### src/rtl/gpiop_pkg.sv
// package of constants for the general purpose io port block
package gpiop_pkg;
   localparam int PORT_W = 6;
   localparam int DATA_W = 8;
   localparam logic [4:0] ADDR_STATUS = 5'h03;
   localparam logic [4:0] ADDR_PORT_A = 5'h06;
   localparam logic [4:0] ADDR_PORT_B = 5'h07;
   localparam logic [2:0] DIR_SEL_A = 3'h6;
   localparam logic [2:0] DIR_SEL_B = 3'h7;
   localparam logic [PORT_W-1:0] DIR_RESET = 6'h3f;
   localparam logic [DATA_W-1:0] OPTION_RESET = 8'hff;
   localparam int OPT_WAKE_BIT = 7;
   localparam int OPT_PULL_BIT = 6;
   localparam int OPT_TMRCS_BIT = 5;
   localparam int STATUS_WAKE_BIT = 7;
   localparam int INPUT_ONLY_BIT = 3;
   localparam int TIMER_PIN_BIT = 2;
   localparam logic [PORT_W-1:0] SHARED_MASK = 6'h1b;
   localparam logic [PORT_W-1:0] ZERO_PORT = 6'h00;
   localparam logic [DATA_W-1:0] ZERO_BYTE = 8'h00;
endpackage : gpiop_pkg

### src/rtl/gpiop_sync.sv
// two flip-flop synchroniser for the pin inputs
module gpiop_sync
   import gpiop_pkg::*;
(
   input wire logic ref_clk,
   input wire logic reset_n,
   input wire logic [PORT_W-1:0] d,
   output logic [PORT_W-1:0] q
);
   // first stage, read only by the second
   logic [PORT_W-1:0] meta_r;
   // two stage capture
   always_ff @(posedge ref_clk or negedge reset_n) begin
      if (!reset_n) begin
         meta_r <= ZERO_PORT;
         q <= ZERO_PORT;
      end else begin
         meta_r <= d;
         q <= meta_r;
      end
   end
endmodule : gpiop_sync

### src/rtl/gpiop_top.sv
// general purpose io port: two 6-bit ports, direction, pull-ups and wake-on-change
// Overview of operation
// port reads return live pin levels
// upper two data bits read zero
// pin 3 is input only
// alternate function pins read zero
// shared pull-up and wake on pins 0,1,3,4
// clear-input mode forces pull-up, no wake
// direction load copies working register
// direction 1 floats, 0 drives latch
// timer clock select overrides pin direction
// direction write-only, all ones on reset
// latches hold; inputs not latched
// other pins individually direction programmable
// status bit 7 marks wake reset
// data latches kept over resets, option ones
// bit set/clear rewrites whole port latch
// writes at cycle end, reads at start
// software separates port write and read
// option bit 7 disables wake when 1
// option bit 6 disables pull-ups when 1
module gpiop_top
   import gpiop_pkg::*;
(
   input wire logic ref_clk,
   input wire logic reset_n,
   input wire logic cyc_en,
   input wire logic [4:0] file_addr,
   input wire logic rd_en,
   input wire logic wr_en,
   input wire logic [DATA_W-1:0] wr_data,
   input wire logic bit_set_instr,
   input wire logic bit_clear_instr,
   input wire logic [2:0] bit_sel,
   input wire logic direction_load_instr,
   input wire logic [2:0] dir_sel,
   input wire logic [DATA_W-1:0] work_data,
   input wire logic option_load,
   input wire logic wake_reset_cause,
   input wire logic master_clear_input,
   input wire logic [PORT_W-1:0] alt_fn_a,
   input wire logic [PORT_W-1:0] alt_fn_b,
   input wire logic [PORT_W-1:0] pin_a_in,
   input wire logic [PORT_W-1:0] pin_b_in,
   output logic [PORT_W-1:0] pin_a_out,
   output logic [PORT_W-1:0] pin_a_oe,
   output logic [PORT_W-1:0] pin_b_out,
   output logic [PORT_W-1:0] pin_b_oe,
   output logic [PORT_W-1:0] pullup_en,
   output logic [DATA_W-1:0] rd_data,
   output logic wake_change_reset_flag,
   output logic wake_event,
   output logic [DATA_W-1:0] option_out
);
   // synchronised pin levels
   logic [PORT_W-1:0] pin_a_s;
   logic [PORT_W-1:0] pin_b_s;
   // output latches, direction and option
   logic [PORT_W-1:0] latch_a_r;
   logic [PORT_W-1:0] latch_b_r;
   logic [PORT_W-1:0] dir_a_r;
   logic [PORT_W-1:0] dir_b_r;
   logic [DATA_W-1:0] option_r;
   // read data register and wake flag
   logic [DATA_W-1:0] rd_data_r;
   logic wake_flag_r;
   // wake reference snapshot
   logic [PORT_W-1:0] wake_ref_r;
   logic [PORT_W-1:0] wake_mask;
   logic [PORT_W-1:0] dir_a_eff;
   logic rmw;

   // pad port value to a byte with zero upper bits
   function automatic logic [DATA_W-1:0] pad_port(input logic [PORT_W-1:0] v);
      pad_port = {2'b00, v};
   endfunction : pad_port

   // live port view with alternate pins read as zero
   function automatic logic [PORT_W-1:0] port_view(input logic [PORT_W-1:0] pins,
                                                   input logic [PORT_W-1:0] alt);
      port_view = pins & ~alt;
   endfunction : port_view

   // read-modify-write of a single bit on the pin view
   function automatic logic [PORT_W-1:0] rmw_value(input logic [PORT_W-1:0] pins,
                                                   input logic [2:0] sel,
                                                   input logic set);
      logic [PORT_W-1:0] v;
      v = pins;
      if (sel < 3'(PORT_W)) begin
         v[sel] = set;
      end
      rmw_value = v;
   endfunction : rmw_value

   gpiop_sync u_sync_a (
      .ref_clk(ref_clk),
      .reset_n(reset_n),
      .d(pin_a_in),
      .q(pin_a_s)
   );

   gpiop_sync u_sync_b (
      .ref_clk(ref_clk),
      .reset_n(reset_n),
      .d(pin_b_in),
      .q(pin_b_s)
   );

   assign rmw = bit_set_instr | bit_clear_instr;

   // output latch update at cycle end
   // latch holds value
   // latch untouched by reset
   always_ff @(posedge ref_clk) begin
      if (cyc_en) begin
         // whole port rewritten
         if (rmw && file_addr == ADDR_PORT_A) begin
            latch_a_r <= rmw_value(port_view(pin_a_s, alt_fn_a), bit_sel, bit_set_instr);
         // write at cycle end
         end else if (wr_en && file_addr == ADDR_PORT_A) begin
            latch_a_r <= wr_data[PORT_W-1:0];
         end
         if (rmw && file_addr == ADDR_PORT_B) begin
            latch_b_r <= rmw_value(port_view(pin_b_s, alt_fn_b), bit_sel, bit_set_instr);
         end else if (wr_en && file_addr == ADDR_PORT_B) begin
            latch_b_r <= wr_data[PORT_W-1:0];
         end
      end
   end

   // direction registers, write-only
   always_ff @(posedge ref_clk or negedge reset_n) begin
      // all inputs on reset
      if (!reset_n) begin
         dir_a_r <= DIR_RESET;
         dir_b_r <= DIR_RESET;
      end else if (cyc_en && direction_load_instr) begin
         // copy working register
         // per pin direction
         if (dir_sel == DIR_SEL_A) begin
            dir_a_r <= work_data[PORT_W-1:0];
         end else if (dir_sel == DIR_SEL_B) begin
            dir_b_r <= work_data[PORT_W-1:0];
         end
      end
   end

   // option register
   always_ff @(posedge ref_clk or negedge reset_n) begin
      // option resets to ones
      if (!reset_n) begin
         option_r <= OPTION_RESET;
      end else if (cyc_en && option_load) begin
         option_r <= work_data;
      end
   end

   // effective direction for the first port
   always_comb begin
      dir_a_eff = dir_a_r;
      // timer source forces input
      if (option_r[OPT_TMRCS_BIT]) begin
         dir_a_eff[TIMER_PIN_BIT] = 1'b1;
      end
      // pin 3 never driven
      dir_a_eff[INPUT_ONLY_BIT] = 1'b1;
   end

   // drivers from latch when direction 0
   assign pin_a_oe = ~dir_a_eff;
   assign pin_a_out = latch_a_r & ~dir_a_eff;
   assign pin_b_oe = ~dir_b_r;
   assign pin_b_out = latch_b_r & ~dir_b_r;

   // shared pull-ups
   always_comb begin
      // one shared pull-up control
      // bit 6 low enables
      pullup_en = option_r[OPT_PULL_BIT] ? ZERO_PORT : SHARED_MASK;
      // clear input forces pull-up
      if (master_clear_input) begin
         pullup_en[INPUT_ONLY_BIT] = 1'b1;
      end
   end

   // wake-on-change pin set
   always_comb begin
      // bit 7 low enables wake
      wake_mask = option_r[OPT_WAKE_BIT] ? ZERO_PORT : SHARED_MASK;
      // no wake on clear pin
      if (master_clear_input) begin
         wake_mask[INPUT_ONLY_BIT] = 1'b0;
      end
   end

   // snapshot of pins taken at each first port read
   always_ff @(posedge ref_clk or negedge reset_n) begin
      if (!reset_n) begin
         wake_ref_r <= ZERO_PORT;
      end else if (cyc_en && rd_en && file_addr == ADDR_PORT_A) begin
         wake_ref_r <= pin_a_s;
      end
   end

   // change on an enabled pin against the last read
   assign wake_event = |((pin_a_s ^ wake_ref_r) & wake_mask);

   // wake reset flag, captured after reset release
   always_ff @(posedge ref_clk or negedge reset_n) begin
      if (!reset_n) begin
         wake_flag_r <= 1'b0;
      end else if (wake_reset_cause) begin
         // wake cause sets flag
         wake_flag_r <= 1'b1;
      end
   end

   assign wake_change_reset_flag = wake_flag_r;
   assign option_out = option_r;

   // read data sampled at cycle start
   always_ff @(posedge ref_clk or negedge reset_n) begin
      if (!reset_n) begin
         rd_data_r <= ZERO_BYTE;
      end else if (cyc_en && rd_en) begin
         // sample at read
         case (file_addr)
            // live pins
            // upper bits zero
            // alternate pins zero
            ADDR_PORT_A: rd_data_r <= pad_port(port_view(pin_a_s, alt_fn_a));
            ADDR_PORT_B: rd_data_r <= pad_port(port_view(pin_b_s, alt_fn_b));
            ADDR_STATUS: rd_data_r <= {wake_flag_r, 7'h00};
            default: rd_data_r <= ZERO_BYTE;
         endcase
      end
   end

   assign rd_data = rd_data_r;
endmodule : gpiop_top

### config.mk
export PLATFORM = sky130hd
export DESIGN_NAME = gpiop_top
export DESIGN_NICKNAME = d
export VERILOG_FILES = /design/src/rtl/gpiop_pkg.sv /design/src/rtl/gpiop_sync.sv /design/src/rtl/gpiop_top.sv
export SDC_FILE = /design/constraint.sdc
export NUM_CORES = 1
export LEC_CHECK = 0
export ABC_AREA = 1
export ABC_CLOCK_PERIOD_IN_PS = 2800
export BUFFER_PORTS_ARGS = -buffer_cell sky130_fd_sc_hd__buf_4
export CAP_MARGIN = 20
export CORE_ASPECT_RATIO = 1.25
export CORE_MARGIN = 2
export CORE_UTILIZATION = 53
export CTS_CLUSTER_SIZE = 30
export DETAILED_ROUTE_END_ITERATION = 8
export PLACE_DENSITY_LB_ADDON = 0.05
export SYNTH_ARGS = -nofsm -noshare
export SYNTH_HDL_FRONTEND = slang
export SYNTH_SLANG_ARGS = --single-unit
### constraint.sdc
create_clock -name ref_clk -period 2.8 [get_ports ref_clk]
set_input_delay 0.14 -clock ref_clk [delete_from_list [all_inputs] [get_ports ref_clk]]
set_output_delay 0.14 -clock ref_clk [all_outputs]
set_load 0.03 [all_outputs]
==> key figures <==
Drt
  • Routed length per placed instance: 12.1 um
  • Initial DRC count: approximately 70
  • Iteration count of the initial detailed-routing pass: 4
  • DRT antenna net count: 0
  • DRC: 0
  • Average via count per standard cell: 4.66
  • DR vias: 2,471
  • Final wirelength: around 6400 um

Die
  • Die height: approximately 87 um
  • Floorplan row count: 30
  • Floorplan die width: 70.6 um
  • DIE AREA: around 0.0062 sq mm
  • Starting utilization of the core area: 54.3%
  • I/O pin cnt: 110
  • Core Footprint: 0.00541 sq mm

Worst setup path
  • Crit path launch: option_out[7]
  • Class of the most critical setup path: flop to output port
  • Worst R2R Setup Slack: 1.79 ns
  • Number of buffers and inverters on the critical path: 2
  • Endpoint required time on the critical path: 2.66 ns
  • WP data arrival: 1.32 ns
  • Largest fanout on the critical path: 5
  • Cell occurring most often along the worst timing path: sky130_fd_sc_hd__nand4_1
  • Logic depth of the worst path, buffers included: 4
  • Top cell family by delay on the critical path: flip-flops
  • Critical Path Source Type: flop
  • Capturing element of the worst setup path: wake_event
  • FF-to-FF path depth: 6
  • Cell with the largest stage delay on the worst path: sky130_fd_sc_hd__dfstp_2
  • Cell Chain, Critical Path: inv_1, nand4_1, nand4_1, buf_4
  • Worst stage delay on the critical path: 0.53 ns
  • Critical Path End Type: output port
  • Terminus of the critical flop-to-flop path: latch_a_r[0]
  • Worst r2r src: u_sync_a.q[0]

Global route
  • Total congestion overflow: 0
  • GRT Util Overall: between 20% and 30%
  • First-pass GRT wire length: about 11,000 um
  • Antenna violations before repair: 0
  • Vias in the first global route: 2,487
  • Maximum number of pins on one net before global-route repair: 56

Clocking
  • Post-CTS setup-driven buffer insertion count: 0
  • Number of clock sinks: 66
  • Clock input transition at the sequential cells of the worst setup and hold paths: 0.07 ns
  • Insertion delay to the later sink of the worst-skew pair: 0.32 ns
  • Buffers from clock root to sink, at most: 2
  • Number of buffers created by CTS: 9
  • Root Buffer Master: sky130_fd_sc_hd__clkbuf_8
  • Number of cells upsized or downsized after cts: 0
  • CTS tree: done
  • Number of H-tree levels: 3

Synthesis
  • Sequential cell area fraction in the yosys report: 59.0%
  • Adder-Cell Fraction of Synth Area: 0%
  • Multiplexer fraction of the synthesized cell area: 0%
  • Distinct cell type count after synthesis: 24
  • Area leader, netlist: sky130_fd_sc_hd__dfrtp_1
  • Share of synthesized cell area in and, or, nand and nor gates: 26.4%
  • XOR/XNOR Fraction of Synth Area: 0.896%
  • Compound-cell area share of the yosys netlist: 4.26%
  • Top cells by area in the synthesized netlist: sky130_fd_sc_hd__dfrtp_1 31%, sky130_fd_sc_hd__dfstp_2 17%, sky130_fd_sc_hd__nand2_1 15%
  • Synthesized instance count: 339
  • Flip-flop and latch count after synthesis: 66
  • Largest family of logic cells by synthesized area: simple AND/OR/NAND/NOR gates
  • Post-Synthesis Cell Area: 0.00293 sq mm
  • Syn Area/Cell: 8.66 sq um
  • Number of warning messages in the yosys log: 0
  • Portion of synthesized cell area occupied by the leading cell type: 30.7%

Place
  • Placed Area: 0.00373 sq mm
  • Routability congestion estimate from global placement: 0.792
  • Number of buffers added on ports: 102
  • Total instance count after detailed placement: 500
  • Sum of net half-perimeters after detailed placement: 4830 um

Layout
  • Commonest non-fill, non-tap cells in the layout: 117 x sky130_fd_sc_hd__nand2_1, 102 x sky130_fd_sc_hd__buf_4, 53 x sky130_fd_sc_hd__inv_1, 36 x sky130_fd_sc_hd__dfrtp_1, 26 x sky130_fd_sc_hd__nor2_1
  • FF+latch area: 0.00173 sq mm
  • Share of post-route cells with drive strength above 1: about a third
  • Most common library cell in the layout ignoring fill and taps: sky130_fd_sc_hd__nand2_1
  • Final std cells w/o fill: 530
  • Fin area: 0.00407 sq mm
  • Area growth syn-to-layout: 38.8%
  • Footprint of the multi-input gates: 945 sq um
  • Total of fill cells in the finished design: 412
  • Antenna diode instance count: 0
  • Final #Nets: 523

Timing
  • Total Neg Setup Slack: 0 ns
  • Final clock period utilization by the worst path: 52.0%
  • Number of setup violations in the final report: 0
  • Normalized max-slew margin: around 55%
  • Final Slew Violations: 0
  • Final Hold Viols: 0
  • Final setup skew: between 0.004 and 0.005 ns
  • Slew at the pin closest to its max-slew limit: 0.670 ns
  • Highest attainable clock frequency: 686 MHz
  • Final critical path time including I/O delays and setup: 1.46 ns
  • Unrepaired setup endpoints after global routing: no

Power and ir drop
  • Worst supply voltage drop on vdd: around 0.00043 V
  • Power density over the cells: ~600 mW/mm^2
  • Leak: 0.00219 uW

Min path
  • Hold Path Class: input port to flop

Status
  • Outcome: finished, final reports clean

Flow run
  • Count of max-cap constraint violations: 0
## report_power, final
group / internal (uW) / switching (uW)
registers: 1090 / 45.2
clock network: 442 / 328
logic: 215 / 326
## routing by layer
metal,share of wire (%),track usage [%],vias up
met5,0,0,-
li1,-,-,1270
met1,39,25.1,1104
met2,53,40.5,89
met3,6.9,5.32,8
met4,1.3,10.8,0
## registers in the layout (all words and copies together) (netlist names)
register,count
u_sync_b.q,6
u_sync_a.q,6
latch_a_r,5
option_out,8
u_sync_b.meta_r,6
rd_data,7
wake_change_reset_flag,1
dir_a_r,5
u_sync_a.meta_r,6
dir_b_r,6
wake_ref_r,4
latch_b_r,6
## cells by family after synthesis
logic type	Yosys count
AND/OR/NAND/NOR	179
flip-flops	66
buffers and inverters	65
AO/OA/AOI/OAI	25
XOR/XNOR	3
other	1
## tightest hold or removal path, cell delays in order
cell                      delay, ns
sky130_fd_sc_hd__buf_4         0.11
sky130_fd_sc_hd__nor2_1        0.09
sky130_fd_sc_hd__a21oi_1       0.05
## repair_timing
item,4_1_cts,5_1_grt
setup endpoints to repair,0,0
endpoints found under the hold margin,49,0
hold buffers,14,0
## how the worst min path moves through the flow
stage                 start             to  cells after the start
2_1_floorplan       reset_n     rd_data[0]                      0
3_3_place_gp        reset_n  wake_ref_r[3]                      1
3_5_place_dp        reset_n  u_sync_a.q[3]                      1
4_1_cts        work_data[7]  option_out[7]                      3
5_1_grt        work_data[6]  option_out[6]                      3
6_report       work_data[7]  option_out[7]                      3
## final cells by class
type,count,area share [%]
Clock buffer,15,4.82
Inverter,56,5.19
Timing Repair Buffer,116,22.2
Tap cell,64,1.97
Clock inverter,1,0.123
Multi-Input combinational cell,212,23.2
Sequential cell,66,42.5
## synth_stat cells, drive strengths merged
cell type  number
nand2         121
or2             1
dfrtp          36
xor2            3
nand3          14
clkinv          1
edfxtp         11
nand4           9
a21oi           2
inv            55
dfstp          19
buf             9
nor3            2
nor2           31
o21ai          23
conb            1
nor3b           1
## stage by stage
stage               utilization, %  hold WS (ns)  worst slack, ns  total power (uW)
floorplan                        -        -0.156             1.48              1450
global placement              69.1         0.217             1.36              1660
detailed placement            69.1         0.224             1.34              1680
CTS                           75.4        0.0391             1.32              2470
global route                  75.4        0.0480             1.25              2560
finish                        75.4        0.0577             1.34              2440
Note: power is estimated with default switching activity, not from simulation.
